**config.mk**
```make
export PLATFORM = sky130hd
export DESIGN_NAME = fcs_seq
export DESIGN_NICKNAME = d
export VERILOG_FILES = /design/src/pkg/fcs_pkg.sv /design/src/rtl/fcs_sync.sv /design/src/rtl/fcs_timer.sv /design/src/rtl/fcs_seq.sv
export VERILOG_INCLUDE_DIRS = /design/src /design/src/pkg
export SDC_FILE = /design/constraint.sdc
export NUM_CORES = 1
export LEC_CHECK = 0
export ABC_AREA = 1
export BUFFER_PORTS_ARGS = -buffer_cell sky130_fd_sc_hd__buf_2
export CAP_MARGIN = 20
export CORE_MARGIN = 4
export CORE_UTILIZATION = 55
export DETAILED_ROUTE_END_ITERATION = 7
export GPL_TIMING_DRIVEN = 0
export PLACE_DENSITY_LB_ADDON = 0.3
export SYNTH_ARGS = -nofsm -noshare
export SYNTH_HDL_FRONTEND = slang
export SYNTH_HIERARCHICAL = 1
export SYNTH_SLANG_ARGS = --single-unit
```
**constraint.sdc**
```tcl
create_clock -name sys_clk -period 3.6 [get_ports sys_clk]
set_clock_uncertainty 0.2 [all_clocks]
set_input_delay 0.72 -clock sys_clk [delete_from_list [all_inputs] [get_ports sys_clk]]
set_output_delay 0.72 -clock sys_clk [all_outputs]
set_load 0.01 [all_outputs]
```
**src/pkg/fcs_defs.svh**
```systemverilog
// constants of the flash command sequencer: addresses, command bytes, timing
`ifndef FCS_DEFS_SVH
`define FCS_DEFS_SVH
`define FCS_ADDR_555 12'h555
`define FCS_ADDR_AAA 12'hAAA
`define FCS_CMD_UNLK1 8'hAA
`define FCS_CMD_UNLK2 8'h55
`define FCS_CMD_PROG 8'hA0
`define FCS_CMD_ERASE 8'h80
`define FCS_CMD_SECT 8'h30
`define FCS_CMD_BULK 8'h10
`define FCS_CMD_SUSP 8'hB0
`define FCS_CMD_RESET 8'hF0
`define FCS_CMD_BYPASS 8'h20
`define FCS_CMD_AUTOSEL 8'h90
`define FCS_CMD_BYP_EXIT 8'h00
`define FCS_SEL_IDENT 3'h1
`define FCS_SEL_PROT 3'h2
`define FCS_PROT_YES 8'h01
`define FCS_PROT_NO 8'h00
`define FCS_PRIM_SECTORS 8
`define FCS_SEC_SECTORS 4
`define FCS_PRIM_SECT_KB 32
`define FCS_SEC_SECT_KB 16
`define FCS_CLK_MHZ 25
`define FCS_WINDOW_US 80
`define FCS_WINDOW_CYC (`FCS_WINDOW_US * `FCS_CLK_MHZ)
`define FCS_PROG_US 10
`define FCS_PROG_CYC (`FCS_PROG_US * `FCS_CLK_MHZ)
`define FCS_ERASE_US 1000
`define FCS_ERASE_CYC (`FCS_ERASE_US * `FCS_CLK_MHZ)
`define FCS_TMR_W 24
`define FCS_RB_BUSY 1'b0
`define FCS_RB_READY 1'b1
`endif

```
**src/pkg/fcs_pkg.sv**
```systemverilog
// types of the flash command sequencer
package fcs_pkg;
  typedef enum logic [3:0] {
    ST_READ, ST_C1, ST_C2, ST_PROG_DATA, ST_ER1, ST_ER2, ST_ER3, ST_ER_WIN,
    ST_BUSY, ST_SUSP, ST_SBUSY, ST_ID_RD, ST_BYPASS, ST_BYP_PROG, ST_BYP_RST
  } fcs_state_type;
  typedef enum logic [1:0] {
    OP_PROG, OP_SECT_ERASE, OP_BULK_ERASE
  } fcs_op_type;
endpackage

```
**src/rtl/fcs_sync.sv**
```systemverilog
// three-stage pin synchroniser, output moves once stages two and three agree
`timescale 1ns/10ps
module fcs_sync #(
  parameter int W = 1,
  parameter logic [W-1:0] INIT = '0
) (
  input wire logic sys_clk,
  input wire logic nrst,
  input wire logic [W-1:0] pin,
  output logic [W-1:0] stable
);
  logic [W-1:0] s1_q, s2_q, s3_q, out_q, out_d;

  // per-bit agreement filter
  always_comb begin
    out_d = out_q;
    for (int i = 0; i < W; i++) begin
      if (s2_q[i] == s3_q[i]) begin
        out_d[i] = s3_q[i];
      end
    end
  end

  // register chain
  always_ff @(posedge sys_clk or negedge nrst) begin
    if (!nrst) begin
      s1_q <= INIT;
      s2_q <= INIT;
      s3_q <= INIT;
      out_q <= INIT;
    end else begin
      s1_q <= pin;
      s2_q <= s1_q;
      s3_q <= s2_q;
      out_q <= out_d;
    end
  end

  assign stable = out_q;
endmodule

```
**src/rtl/fcs_timer.sv**
```systemverilog
// loadable down counter with pause and a one-cycle expiry pulse
`timescale 1ns/10ps
module fcs_timer #(
  parameter int W = 24
) (
  input wire logic sys_clk,
  input wire logic nrst,
  input wire logic load,
  input wire logic [W-1:0] val,
  input wire logic hold,
  output logic done,
  output logic busy
);
  logic [W-1:0] cnt_q, cnt_d;
  logic done_q, done_d;

  // count down unless paused, load wins
  always_comb begin
    cnt_d = cnt_q;
    done_d = 1'b0;
    if (load) begin
      cnt_d = val;
    end else if (cnt_q != '0 && !hold) begin
      cnt_d = cnt_q - W'(1);
      done_d = (cnt_q == W'(1));
    end
  end

  always_ff @(posedge sys_clk or negedge nrst) begin
    if (!nrst) begin
      cnt_q <= '0;
      done_q <= 1'b0;
    end else begin
      cnt_q <= cnt_d;
      done_q <= done_d;
    end
  end

  assign done = done_q;
  assign busy = (cnt_q != '0);
endmodule

```
**src/rtl/fcs_seq.sv**
```systemverilog
// flash command sequencer: decodes host write sequences into flash operations
`timescale 1ns/10ps
`include "fcs_defs.svh"
module fcs_seq #(
  parameter logic [7:0] PRIM_ID = 8'h5A, // arbitrary identifier value
  parameter int unsigned PROG_CYCLES = `FCS_PROG_CYC,
  parameter int unsigned ERASE_CYCLES = `FCS_ERASE_CYC,
  parameter int unsigned WINDOW_CYCLES = `FCS_WINDOW_CYC
) (
  input wire logic sys_clk,
  input wire logic nrst,
  input wire logic write_strobe_pin_n,
  input wire logic read_strobe_n,
  input wire logic [15:0] bus_addr,
  input wire logic [7:0] bus_wdata,
  input wire logic [7:0] primary_sector_select,
  input wire logic [3:0] secondary_sector_select,
  input wire logic [11:0] sector_protect,
  output logic ready_busy_pin,
  output logic erase_suspended,
  output logic rd_override,
  output logic [7:0] rd_data,
  output logic op_start,
  output fcs_pkg::fcs_op_type op_kind,
  output logic op_array,
  output logic [15:0] op_addr,
  output logic [7:0] op_data,
  output logic [11:0] op_sectors
);
  localparam int TW = `FCS_TMR_W;
  logic s_wr_n, s_rd_n;
  logic [15:0] s_addr;
  logic [7:0] s_wdata, s_psel;
  logic [3:0] s_ssel;

  // all host pins cross through one synchroniser so they stay aligned
  fcs_sync #(.W(38), .INIT({2'b11, 36'h0})) u_sync (
    .sys_clk(sys_clk),
    .nrst(nrst),
    .pin({write_strobe_pin_n, read_strobe_n, bus_addr, bus_wdata,
          primary_sector_select, secondary_sector_select}),
    .stable({s_wr_n, s_rd_n, s_addr, s_wdata, s_psel, s_ssel})
  );

  // bus capture state
  logic wr_prev_q, wr_prev_d, rd_prev_q, rd_prev_d;
  logic [15:0] addr_q, addr_d;
  logic [7:0] wdata_q, wdata_d, psel_q, psel_d, rd_data_q, rd_data_d;
  logic [3:0] ssel_q, ssel_d;
  logic wr_rise, rd_fall;

  assign wr_rise = !wr_prev_q && s_wr_n;
  assign rd_fall = rd_prev_q && !s_rd_n;

  // address and selects on strobe fall, data held to strobe rise
  always_comb begin
    wr_prev_d = s_wr_n;
    rd_prev_d = s_rd_n;
    addr_d = addr_q;
    psel_d = psel_q;
    ssel_d = ssel_q;
    wdata_d = wdata_q;
    if (wr_prev_q && !s_wr_n) begin
      addr_d = s_addr;
      psel_d = s_psel;
      ssel_d = s_ssel;
    end
    if (!s_wr_n) begin
      wdata_d = s_wdata;
    end
  end

  always_ff @(posedge sys_clk or negedge nrst) begin
    if (!nrst) begin
      wr_prev_q <= 1'b1;
      rd_prev_q <= 1'b1;
      addr_q <= 16'h0000;
      wdata_q <= 8'h00;
      psel_q <= 8'h00;
      ssel_q <= 4'h0;
    end else begin
      wr_prev_q <= wr_prev_d;
      rd_prev_q <= rd_prev_d;
      addr_q <= addr_d;
      wdata_q <= wdata_d;
      psel_q <= psel_d;
      ssel_q <= ssel_d;
    end
  end

  // command decode
  logic is555, isaaa, any_sel, arr_sec, hit_prot, wr_ev;
  logic [11:0] sel12, arr_mask;
  assign is555 = (addr_q[11:0] == `FCS_ADDR_555);
  assign isaaa = (addr_q[11:0] == `FCS_ADDR_AAA);
  assign sel12 = {ssel_q, psel_q};
  assign arr_sec = !(|psel_q) && (|ssel_q);
  assign any_sel = (|psel_q) || (|ssel_q);
  assign arr_mask = arr_sec ? 12'hF00 : 12'h0FF;
  assign hit_prot = |(sel12 & sector_protect);
  assign wr_ev = wr_rise && any_sel;

  // sequencer state
  fcs_pkg::fcs_state_type st_q, st_d, base;
  logic bypass_q, bypass_d, susp_q, susp_d, op_start_q, op_start_d;
  logic op_array_q, op_array_d, go_prog, go_erase;
  fcs_pkg::fcs_op_type op_kind_q, op_kind_d, er_kind;
  logic [15:0] op_addr_q, op_addr_d;
  logic [7:0] op_data_q, op_data_d;
  logic [11:0] op_sect_q, op_sect_d, er_mask_q, er_mask_d;
  logic op_load, win_load, op_done, win_done, op_busy, win_busy;
  logic [TW-1:0] op_val, win_val;
  logic mid;

  assign base = bypass_q ? fcs_pkg::ST_BYPASS :
                susp_q ? fcs_pkg::ST_SUSP : fcs_pkg::ST_READ;
  assign mid = (st_q == fcs_pkg::ST_C1) || (st_q == fcs_pkg::ST_C2) ||
               (st_q == fcs_pkg::ST_PROG_DATA) || (st_q == fcs_pkg::ST_ER1) ||
               (st_q == fcs_pkg::ST_ER2) || (st_q == fcs_pkg::ST_ER3) ||
               (st_q == fcs_pkg::ST_BYP_PROG) || (st_q == fcs_pkg::ST_BYP_RST);

  // next-state decode of each write byte
  always_comb begin
    st_d = st_q;
    bypass_d = bypass_q;
    susp_d = susp_q;
    er_mask_d = er_mask_q;
    er_kind = fcs_pkg::OP_SECT_ERASE;
    go_prog = 1'b0;
    go_erase = 1'b0;
    win_load = 1'b0;
    win_val = TW'(WINDOW_CYCLES);
    op_load = 1'b0;
    op_val = TW'(PROG_CYCLES);
    op_start_d = 1'b0;
    op_kind_d = op_kind_q;
    op_array_d = op_array_q;
    op_addr_d = op_addr_q;
    op_data_d = op_data_q;
    op_sect_d = op_sect_q;
    if (wr_ev) begin
      case (st_q)
        fcs_pkg::ST_READ, fcs_pkg::ST_SUSP: begin
          if (wdata_q == `FCS_CMD_UNLK1 && is555) begin
            st_d = fcs_pkg::ST_C1;
          end else if (susp_q && wdata_q == `FCS_CMD_SECT) begin
            st_d = fcs_pkg::ST_BUSY;
            susp_d = 1'b0;
          end
          // any other write is dropped, nothing is stored
        end
        fcs_pkg::ST_C1: st_d = (wdata_q == `FCS_CMD_UNLK2 && isaaa) ? fcs_pkg::ST_C2 : base;
        fcs_pkg::ST_C2: begin
          st_d = base;
          if (is555) begin
            case (wdata_q)
              `FCS_CMD_PROG: st_d = fcs_pkg::ST_PROG_DATA;
              `FCS_CMD_AUTOSEL: st_d = fcs_pkg::ST_ID_RD;
              `FCS_CMD_ERASE: if (!susp_q) st_d = fcs_pkg::ST_ER1;
              `FCS_CMD_BYPASS: begin
                if (!susp_q) begin
                  st_d = fcs_pkg::ST_BYPASS;
                  bypass_d = 1'b1;
                end
              end
              default: st_d = base;
            endcase
          end
        end
        fcs_pkg::ST_PROG_DATA, fcs_pkg::ST_BYP_PROG: go_prog = 1'b1;
        fcs_pkg::ST_ER1: st_d = (wdata_q == `FCS_CMD_UNLK1 && is555) ? fcs_pkg::ST_ER2 : base;
        fcs_pkg::ST_ER2: st_d = (wdata_q == `FCS_CMD_UNLK2 && isaaa) ? fcs_pkg::ST_ER3 : base;
        fcs_pkg::ST_ER3: begin
          if (wdata_q == `FCS_CMD_SECT) begin
            er_mask_d = sel12 & ~sector_protect;
            st_d = fcs_pkg::ST_ER_WIN;
          end else if (wdata_q == `FCS_CMD_BULK && is555) begin
            er_mask_d = arr_mask & ~sector_protect;
            er_kind = fcs_pkg::OP_BULK_ERASE;
            go_erase = 1'b1;
          end else begin
            st_d = base;
          end
        end
        fcs_pkg::ST_ER_WIN: begin
          if (wdata_q == `FCS_CMD_SECT) begin
            er_mask_d = er_mask_q | (sel12 & ~sector_protect);
          end else begin
            st_d = base;
          end
        end
        fcs_pkg::ST_BUSY: begin
          if (wdata_q == `FCS_CMD_SUSP && op_kind_q == fcs_pkg::OP_SECT_ERASE) begin
            st_d = fcs_pkg::ST_SUSP;
            susp_d = 1'b1;
          end
        end
        fcs_pkg::ST_ID_RD: if (wdata_q == `FCS_CMD_RESET) st_d = base;
        fcs_pkg::ST_BYPASS: begin
          if (wdata_q == `FCS_CMD_PROG) st_d = fcs_pkg::ST_BYP_PROG;
          else if (wdata_q == `FCS_CMD_AUTOSEL) st_d = fcs_pkg::ST_BYP_RST;
        end
        fcs_pkg::ST_BYP_RST: begin
          st_d = fcs_pkg::ST_BYPASS;
          if (wdata_q == `FCS_CMD_BYP_EXIT) begin
            st_d = fcs_pkg::ST_READ;
            bypass_d = 1'b0;
          end
        end
        default: st_d = st_q;
      endcase
    end else if (win_done) begin
      if (st_q == fcs_pkg::ST_ER_WIN) begin
        go_erase = 1'b1;
      end else if (mid) begin
        st_d = base;
      end
    end
    // completions win over a write landing in the same cycle
    if (win_done && st_q == fcs_pkg::ST_SBUSY) begin
      st_d = fcs_pkg::ST_SUSP;
    end
    if (op_done && st_q == fcs_pkg::ST_BUSY) begin
      st_d = base;
      susp_d = 1'b0;
    end
    // launch a program unless protected or inside the suspended erase
    if (go_prog) begin
      st_d = base;
      if (!hit_prot && !(susp_q && |(sel12 & er_mask_q))) begin
        op_start_d = 1'b1;
        op_kind_d = fcs_pkg::OP_PROG;
        op_array_d = arr_sec;
        op_addr_d = addr_q;
        op_data_d = wdata_q;
        op_sect_d = sel12;
        if (susp_q) begin
          st_d = fcs_pkg::ST_SBUSY;
          win_load = 1'b1;
          win_val = TW'(PROG_CYCLES);
        end else begin
          st_d = fcs_pkg::ST_BUSY;
          op_load = 1'b1;
        end
      end
    end
    // launch an erase when some target sector is unprotected
    if (go_erase) begin
      st_d = base;
      if (|er_mask_d) begin
        op_start_d = 1'b1;
        op_kind_d = er_kind;
        op_array_d = arr_sec;
        op_addr_d = addr_q;
        op_sect_d = er_mask_d;
        st_d = fcs_pkg::ST_BUSY;
        op_load = 1'b1;
        op_val = TW'(ERASE_CYCLES);
      end
    end
    // every byte inside a sequence restarts the byte window
    if (wr_ev && !go_prog && (st_d == fcs_pkg::ST_C1 || st_d == fcs_pkg::ST_C2 ||
        st_d == fcs_pkg::ST_PROG_DATA || st_d == fcs_pkg::ST_ER1 ||
        st_d == fcs_pkg::ST_ER2 || st_d == fcs_pkg::ST_ER3 ||
        st_d == fcs_pkg::ST_ER_WIN || st_d == fcs_pkg::ST_BYP_PROG ||
        st_d == fcs_pkg::ST_BYP_RST)) begin
      win_load = 1'b1;
    end
  end

  always_ff @(posedge sys_clk or negedge nrst) begin
    if (!nrst) begin
      st_q <= fcs_pkg::ST_READ;
      bypass_q <= 1'b0;
      susp_q <= 1'b0;
      er_mask_q <= 12'h000;
      op_start_q <= 1'b0;
      op_kind_q <= fcs_pkg::OP_PROG;
      op_array_q <= 1'b0;
      op_addr_q <= 16'h0000;
      op_data_q <= 8'h00;
      op_sect_q <= 12'h000;
    end else begin
      st_q <= st_d;
      bypass_q <= bypass_d;
      susp_q <= susp_d;
      er_mask_q <= er_mask_d;
      op_start_q <= op_start_d;
      op_kind_q <= op_kind_d;
      op_array_q <= op_array_d;
      op_addr_q <= op_addr_d;
      op_data_q <= op_data_d;
      op_sect_q <= op_sect_d;
    end
  end

  // embedded cycle timer, paused while the erase is suspended
  fcs_timer #(.W(TW)) u_op_tmr (
    .sys_clk(sys_clk),
    .nrst(nrst),
    .load(op_load),
    .val(op_val),
    .hold(susp_d), // no last tick lost on the suspend edge
    .done(op_done),
    .busy(op_busy)
  );

  // byte window timer, also times programs made during suspend
  fcs_timer #(.W(TW)) u_win_tmr (
    .sys_clk(sys_clk),
    .nrst(nrst),
    .load(win_load),
    .val(win_val),
    .hold(1'b0),
    .done(win_done),
    .busy(win_busy)
  );

  // readout answers on read strobe fall in identifier mode
  logic [2:0] rsel;
  assign rsel = {s_addr[6], s_addr[1], s_addr[0]};
  always_comb begin
    rd_data_d = rd_data_q;
    if (rd_fall && st_q == fcs_pkg::ST_ID_RD) begin
      rd_data_d = `FCS_PROT_NO;
      if (rsel == `FCS_SEL_IDENT && |s_psel) begin
        rd_data_d = PRIM_ID;
      end else if (rsel == `FCS_SEL_PROT && |({s_ssel, s_psel} & sector_protect)) begin
        rd_data_d = `FCS_PROT_YES;
      end
    end
  end

  always_ff @(posedge sys_clk or negedge nrst) begin
    if (!nrst) begin
      rd_data_q <= 8'h00;
    end else begin
      rd_data_q <= rd_data_d;
    end
  end

  assign rd_override = (st_q == fcs_pkg::ST_ID_RD) && !s_rd_n;
  assign ready_busy_pin = (st_q == fcs_pkg::ST_BUSY || st_q == fcs_pkg::ST_SBUSY) ?
                          `FCS_RB_BUSY : `FCS_RB_READY;
  assign erase_suspended = susp_q;
  assign rd_data = rd_data_q;
  assign op_start = op_start_q;
  assign op_kind = op_kind_q;
  assign op_array = op_array_q;
  assign op_addr = op_addr_q;
  assign op_data = op_data_q;
  assign op_sectors = op_sect_q;
endmodule

```
Yosys cells after proc, flatten, opt, wreduce, memory -nomap -nowiden
Cells that the tools add are included.
Word-level totals
  word-level logic and storage cells: 322
  input port bits: 52
  register bits after elaboration: 306
Cells by class
  bitwise gates (word level): 7
  reductions and logical operators: 64
  add/subtract/negate cells: 2
  equal/unequal tests: 82
  multiplexer cells: 105
Operators with widths (number)
  4-bit two-way mux: 28
  12-bit two-way mux: 9
  24-bit two-way mux: 4
  16-bit two-way mux: 4
  12-bit AND: 5
  24-bit by 1-bit equality test with 1-bit output, second input constant: 2
  8-bit equality test, second input constant: 6
  24-bit nonzero test: 2
  12-bit OR reduction: 4
  24-bit by 1-bit subtractor with 24-bit output, second input constant: 2
  4-bit case mux with 11 select lines: 1
  1-bit two-way mux: 40
  1-bit equality test: 38
  4-bit equality test, second input constant: 9
  11-bit two-way mux: 3
  4-bit by 3-bit equality test with 1-bit output, second input constant: 8
  15-bit two-way mux: 2
  12-bit case mux with 2 select lines: 1
  1-bit logical AND: 21
  2-bit two-way mux: 9
  1-bit logical OR: 17
  4-bit by 2-bit equality test with 1-bit output, second input constant: 4
  8-bit by 6-bit equality test with 1-bit output, second input constant: 2
  4-bit case mux with 4 select lines: 1
  other kinds (23): 38

Depth between registers and ports, before layout
  word-level depth: 28
  mapped depth: 28
  gate-level depth less buffers: 26

Modules after synthesis
The synthesis kept the hierarchy.
Modules (own cells, without submodules)
  fcs_seq: times used 1, seq. area each 2454.9 µm², cells each 780, area each 5769.3 µm²
  fcs_sync: times used 1, seq. area each 3813.7 µm², cells each 304, area each 4431.8 µm²
  fcs_timer at u_win_tmr: times used 1, seq. area each 625.6 µm², cells each 291, area each 1924.3 µm²
  fcs_timer at u_op_tmr: times used 1, seq. area each 625.6 µm², cells each 291, area each 1906.8 µm²

Least setup slack after synthesis
OpenSTA, ideal clock, no wires.
  path kind: register -> register
  start point: register u_sync.out_q[37], in the netlist u_sync/stable[37]
  end point: register u_op_tmr.cnt_q[12]
  period minus slack after synthesis: 3.310 ns
  data arrival time: 2.993 ns
  data required time: 3.283 ns
  path buffers: 4
  setup slack: 0.290 ns
  cell stages (with the launch flop): 22
  setup time: 0.117 ns
  cell sequence: dfstp_2 clkinv_1 nor2_1 nand2_4 nor2_8 nand3_4 nand2_1 nand2_2 inv_2 nand3_1 nor2_4 nand3_4 nand2_8 buf_4 o31ai_1 buf_2 inv_1 buf_2 clkbuf_1 nand3_1 nand3_1 nand2_1
On the way
  cells in the longest elaborated chain, start to end: 7
  elaborated cells on any way between the ends: 16
  those cells by class: mux: 10; reduce/logical: 6
Ends and longest elaborated chain
  start, declared: line fcs_sync.sv:12  | logic [W-1:0] s1_q, s2_q, s3_q, out_q, out_d;
  start signal, assigned: line fcs_sync.sv:35  | out_q <= out_d;
  1-bit logical AND *: line fcs_seq.sv:52  | assign wr_rise = !wr_prev_q && s_wr_n;
  1-bit logical AND *: line fcs_seq.sv:101  | assign wr_ev = wr_rise && any_sel;
  12-bit two-way mux *: line fcs_seq.sv:141  | if (wr_ev) begin
  via er_mask_d[0]: line fcs_seq.sv:110  | logic [11:0] op_sect_q, op_sect_d, er_mask_q, er_mask_d;
  12-bit OR reduction *: line fcs_seq.sv:250  | if (|er_mask_d) begin
  1-bit two-way mux *: line fcs_seq.sv:250
  1-bit two-way mux *: line fcs_seq.sv:248  | if (go_erase) begin
  via op_load: line fcs_seq.sv:111  | logic op_load, win_load, op_done, win_done, op_busy, win_busy;
  24-bit two-way mux / 2-bit nonzero test (equally long branches)
  end signal, assigned: line fcs_timer.sv:34  | cnt_q <= cnt_d;
  end, declared: line fcs_timer.sv:14  | logic [W-1:0] cnt_q, cnt_d;
Mark *: on every way through the listed nets, which the timed path passes. The rest lies on a longest branch.
A chain may end at the register's enable or synchronous reset.

Worst setup path in the final report
  start point: register ssel_q[3]
  end point: register u_win_tmr.cnt_q[5]
On the way
  cells in the longest elaborated chain, start to end: 23
  elaborated cells on any way between the ends: 58
  those cells by class: eq/ne: 9; mux: 21; bitwise: 5; reduce/logical: 23
Ends and longest elaborated chain
  start, declared: line fcs_seq.sv:49  | logic [3:0] ssel_q, ssel_d;
  start signal, assigned: line fcs_seq.sv:87  | ssel_q <= ssel_d;
  4-bit OR reduction *: line fcs_seq.sv:97, fcs_seq.sv:98
  1-bit logical AND: line fcs_seq.sv:97  | assign arr_sec = !(|psel_q) && (|ssel_q);
  12-bit two-way mux: line fcs_seq.sv:99  | assign arr_mask = arr_sec ? 12'hF00 : 12'h0FF;
  12-bit AND: line fcs_seq.sv:178  | er_mask_d = arr_mask & ~sector_protect;
  12-bit two-way mux: line fcs_seq.sv:177  | end else if (wdata_q == `FCS_CMD_BULK && is555) begin
  12-bit two-way mux: line fcs_seq.sv:174  | if (wdata_q == `FCS_CMD_SECT) begin
  12-bit case mux with 2 select lines: line fcs_seq.sv:142  | case (st_q)
  12-bit two-way mux *: line fcs_seq.sv:141
  via er_mask_d[10]: line fcs_seq.sv:110
  (+3 left out)
  via st_d[2]: line fcs_seq.sv:104  | fcs_pkg::fcs_state_type st_q, st_d, base;
  (+3 left out)
  1-bit logical OR (2 in a row): line fcs_seq.sv:263  | st_d == fcs_pkg::ST_PROG_DATA || st_d == fcs_pkg::ST_ER1 ||
  1-bit logical OR (2 in a row): line fcs_seq.sv:264  | st_d == fcs_pkg::ST_ER2 || st_d == fcs_pkg::ST_ER3 ||
  1-bit logical OR: line fcs_seq.sv:265  | st_d == fcs_pkg::ST_ER_WIN || st_d == fcs_pkg::ST_BYP_PROG ||
  1-bit logical OR *: line fcs_seq.sv:265
  1-bit logical AND *: line fcs_seq.sv:262  | if (wr_ev && !go_prog && (st_d == fcs_pkg::ST_C1 || st_d == fcs_pkg::ST_C2 ||
  1-bit two-way mux *: line fcs_seq.sv:262
  via win_load: line fcs_seq.sv:111
  24-bit two-way mux / 2-bit nonzero test (equally long branches)
  end signal, assigned: line fcs_timer.sv:34
  end, declared: line fcs_timer.sv:14
Marked as above.

==> flow_summary.ini <==
[outcome]
outcome = finished clean

[cells_and_area]
syn_to_final_growth_pct = 19.1
diodes = 0
fillCellCount = 2099
fin_cells = 2224
final_nets = 1929
design_area_sq_um = 16700
drive_above_1_share_pct = 19.9

[grt]
grt_first_pass_wirelength_mm = 57.1
gr-total-overflow = 0
grt_pass1_vias = 11400
grt_max_degree = 113
antenna_found_initial = 0
track_usage_pct = 24.4

[critical_path]
critPathRequiredTime_ps = 3860
cpMaxStageDelayCell = dfrtp_1
endpoint_kind = flip-flop
max_stage_delay_ps = 410
critPathArrivalTime_ps = 3690
worst-r2r-setup-slack_ps = 170
start_kind = flip-flop
crit_fanout = 8
critPathKind = reg2reg
crit_path_frequent_cell = nand2_1

[die]
core_area_sq_um = 25100
ios = 103
initial_core_util_pct = 55.9
dieArea_sq_um = 28100
fp.dieH_um = 168
fp.dieW_um = 168
rows = 58

[route]
wl_mm = 34.6
vias_per_cell = 5.34
ant_nets = 0
firstDrtPassIters = 5
wire_per_inst_um = 15.5
dr_total_vias = 11900
drtIter0Drc = 1055
drc = 0

[yosys]
synth_cell_type_count = 51
async_reset_ff_share_pct = 100
syn_area_sq_um = 14000
synth_top_area_share_pct = 51.7
synth_area_leaders = dfrtp_1, nand2_1, nor2_1, nand3_1, inv_1
yosysTopAreaCell = dfrtp_1
netlist_instances = 1666
synthTopCellsByCount = nand2_1, dfrtp_1, nor2_1
yosysWarnings = 6
yosysSeqAreaShare_pct = 53.6
synth-edff-count = 0
synth-seq-cells = 300
avgSynthCellArea_sq_um = 8.42
synth_top_flop_cell = dfrtp_1
yosysMostFrequentCell = nand2_1

[timing]
hold_viol_final = 0
fin_crit_ps = 3430
worst_slew_pin_slew_ps = 694
finalSetupViolations = 0
slew_headroom_pct = 53.8
finalCritPeriodShare_pct = 95.2
slew_violations = 0
max_freq_ghz = 0.292

[placed_design]
dp_hpwl_mm = 24.5
placed_cells = 2135
place_congestion = 0.940
dpl-instance-area_sq_um = 15100
port_buffers = 99

[cts]
clockBufferDepth = 3
cts_tree = built
clock_latency_ps = 570
cts_made_buffers = 31
clock-root-buffer = clkbuf_16
cts_max_level = 1
clkTransAtPathRegs_ps = 60
numClockSinks = 300

[power]
sw_frac_of_total_pct = 36.9
p_clk_share_pct = 28.4
p_seq_share_pct = 40.2
combPwrFrac_pct = 31.4
power_switching_mw = 4.22
ir_drop_v = 0.000525
power.density_nw_per_um2 = 685
leakagePower_nw = 8.40
power.internal_mw = 7.22

[job]
drv_cap = 0

[worst_hold_path]
min_path_type = in2reg
[metal layers]
metal	vias to the layer above	part of all wire, %	track usage [%]
met5	-	0	0
met4	0	2.0	5.82
met3	51	6.5	3.80
met2	363	48	40.1
met1	5738	43	34.6
li1	5718	-	-
[per-stage QoR]
| step | utilization [%] | power [mW] | setup WS [ps] | setup TNS, ps | hold WS, ps |
|---|---|---|---|---|---|
| after floorplan | - | 6.93 | 290 | 0 | 131 |
| after global placement | 60.1 | 7.78 | -3790 | -1132270 | 131 |
| after detailed placement | 60.3 | 7.89 | -756 | -26160 | 135 |
| after CTS | 65.1 | 11.2 | 0.842 | 0 | 17.0 |
| after global routing | 66.6 | 12.2 | -14.0 | -25.0 | 25.0 |
| final | 66.6 | 11.4 | 172 | 0 | 51.4 |
[cells by family after synthesis]
group / Yosys count / share of synthesized area [%]
AO/OA/AOI/OAI: 194 / 8.00
XOR/XNOR: 18 / 1.12
adder cells (fa/ha/maj): 6 / 0.535
buffers and inverters: 209 / 6.51
flip-flops: 300 / 53.6
multiplexers: 14 / 1.12
other: 2 / 0.0535
AND/OR/NAND/NOR: 923 / 29.1
[registers in the layout, indices dropped and copies added, names as in the netlist, 12 cells and up]
signal           count
u_sync/s1_q         38
u_sync/s2_q         38
u_sync/s3_q         38
u_sync/stable       38
u_op_tmr/cnt_q      24
u_win_tmr/cnt_q     24
addr_q              16
op_addr             16
er_mask_q           12
op_sectors          12
[power groups by stage]
stage	Combinational [mW]	Clock, mW	Sequential (mW)
after floorplan	2.45	0	4.48
after global placement	3.18	0	4.60
after detailed placement	3.27	0	4.62
after CTS	3.32	3.32	4.58
after global routing	4.03	3.47	4.68
final	3.60	3.25	4.60
[layout by cell type (no fill, tap or decap), types with 4 or more instances in the layout]
master     synthesis  layout
ha_1               6       6
nand4_1           25      25
nor4_1             4       4
inv_1            149     142
a221oi_1           8       8
inv_2             14      18
dfstp_2           10      10
buf_1              4       4
buf_6              7      11
clkinv_2           0       5
mux2_2            14      14
conb_1             2      40
nand2_4            5       8
clkbuf_16          0      31
a21oi_1           73      72
nor2_4            12      22
nand3_1          141     140
o21ai_1           19      21
buf_4             12      42
a31oi_1            4       4
dfrtp_2            0       9
clkbuf_1          13      14
a21oi_2            5       6
buf_8              2       5
o21ai_0           55      53
xnor2_1           14      14
dfrtp_1          290     281
or2_2              4       4
nand2_2           18      25
nor2_1           209     197
buf_12             0       4
xor2_1             4       4
nand2_1          471     461
o211ai_1           7       7
o21ai_2            7       7
clkbuf_8           0       6
nand3_4            5       5
buf_2              7      98
nor2_2            20      22
[worst paths after layout]
kind,start,end,cells after the start
setup / recovery,ssel_q[3],u_win_tmr/cnt_q[5],27
hold / removal,read_strobe_n,u_sync/s1_q[36],1
setup reg to reg,ssel_q[3],u_win_tmr/cnt_q[5],27
hold reg to reg,u_sync/s1_q[3],u_sync/s2_q[3],0
max in group asynchronous,nrst,wdata_q[5],3
min in group asynchronous,nrst,u_sync/s2_q[3],2
[critical path: cells and delay by family, from the launching register on]
kind                   cells  cell delay (ps)
AOI/OAI and AO/OA          1               50
DFF                        1              410
buffers and inverters      7              780
and+or+nand+nor           19             1880
[area by class of cell]
class | count | area [sq um] | share of cell area, %
Buffer | 44 | 360 | 2.16
Tap cell | 330 | 413 | 2.47
Multi-Input combinational cell | 1195 | 5870 | 35.1
Timing Repair Buffer | 135 | 860 | 5.14
Clock inverter | 13 | 168 | 1.00
Clock buffer | 43 | 881 | 5.27
Sequential cell | 300 | 7530 | 45.1
Inverter | 164 | 628 | 3.76
[what timing repair did]
| item | 4_1_cts | 5_1_grt |
|---|---|---|
| resized for setup | 32 | 55 |
| hold endpoints to repair | 83 | 0 |
| hold buffers | 1 | 0 |
| pin swaps | 6 | 29 |
| buffers inserted | 5 | 28 |
| endpoints found under the setup margin | 50 | 50 |
| cloned | 0 | 0 |
No activity file was read; power rests on OpenSTA's default activity.
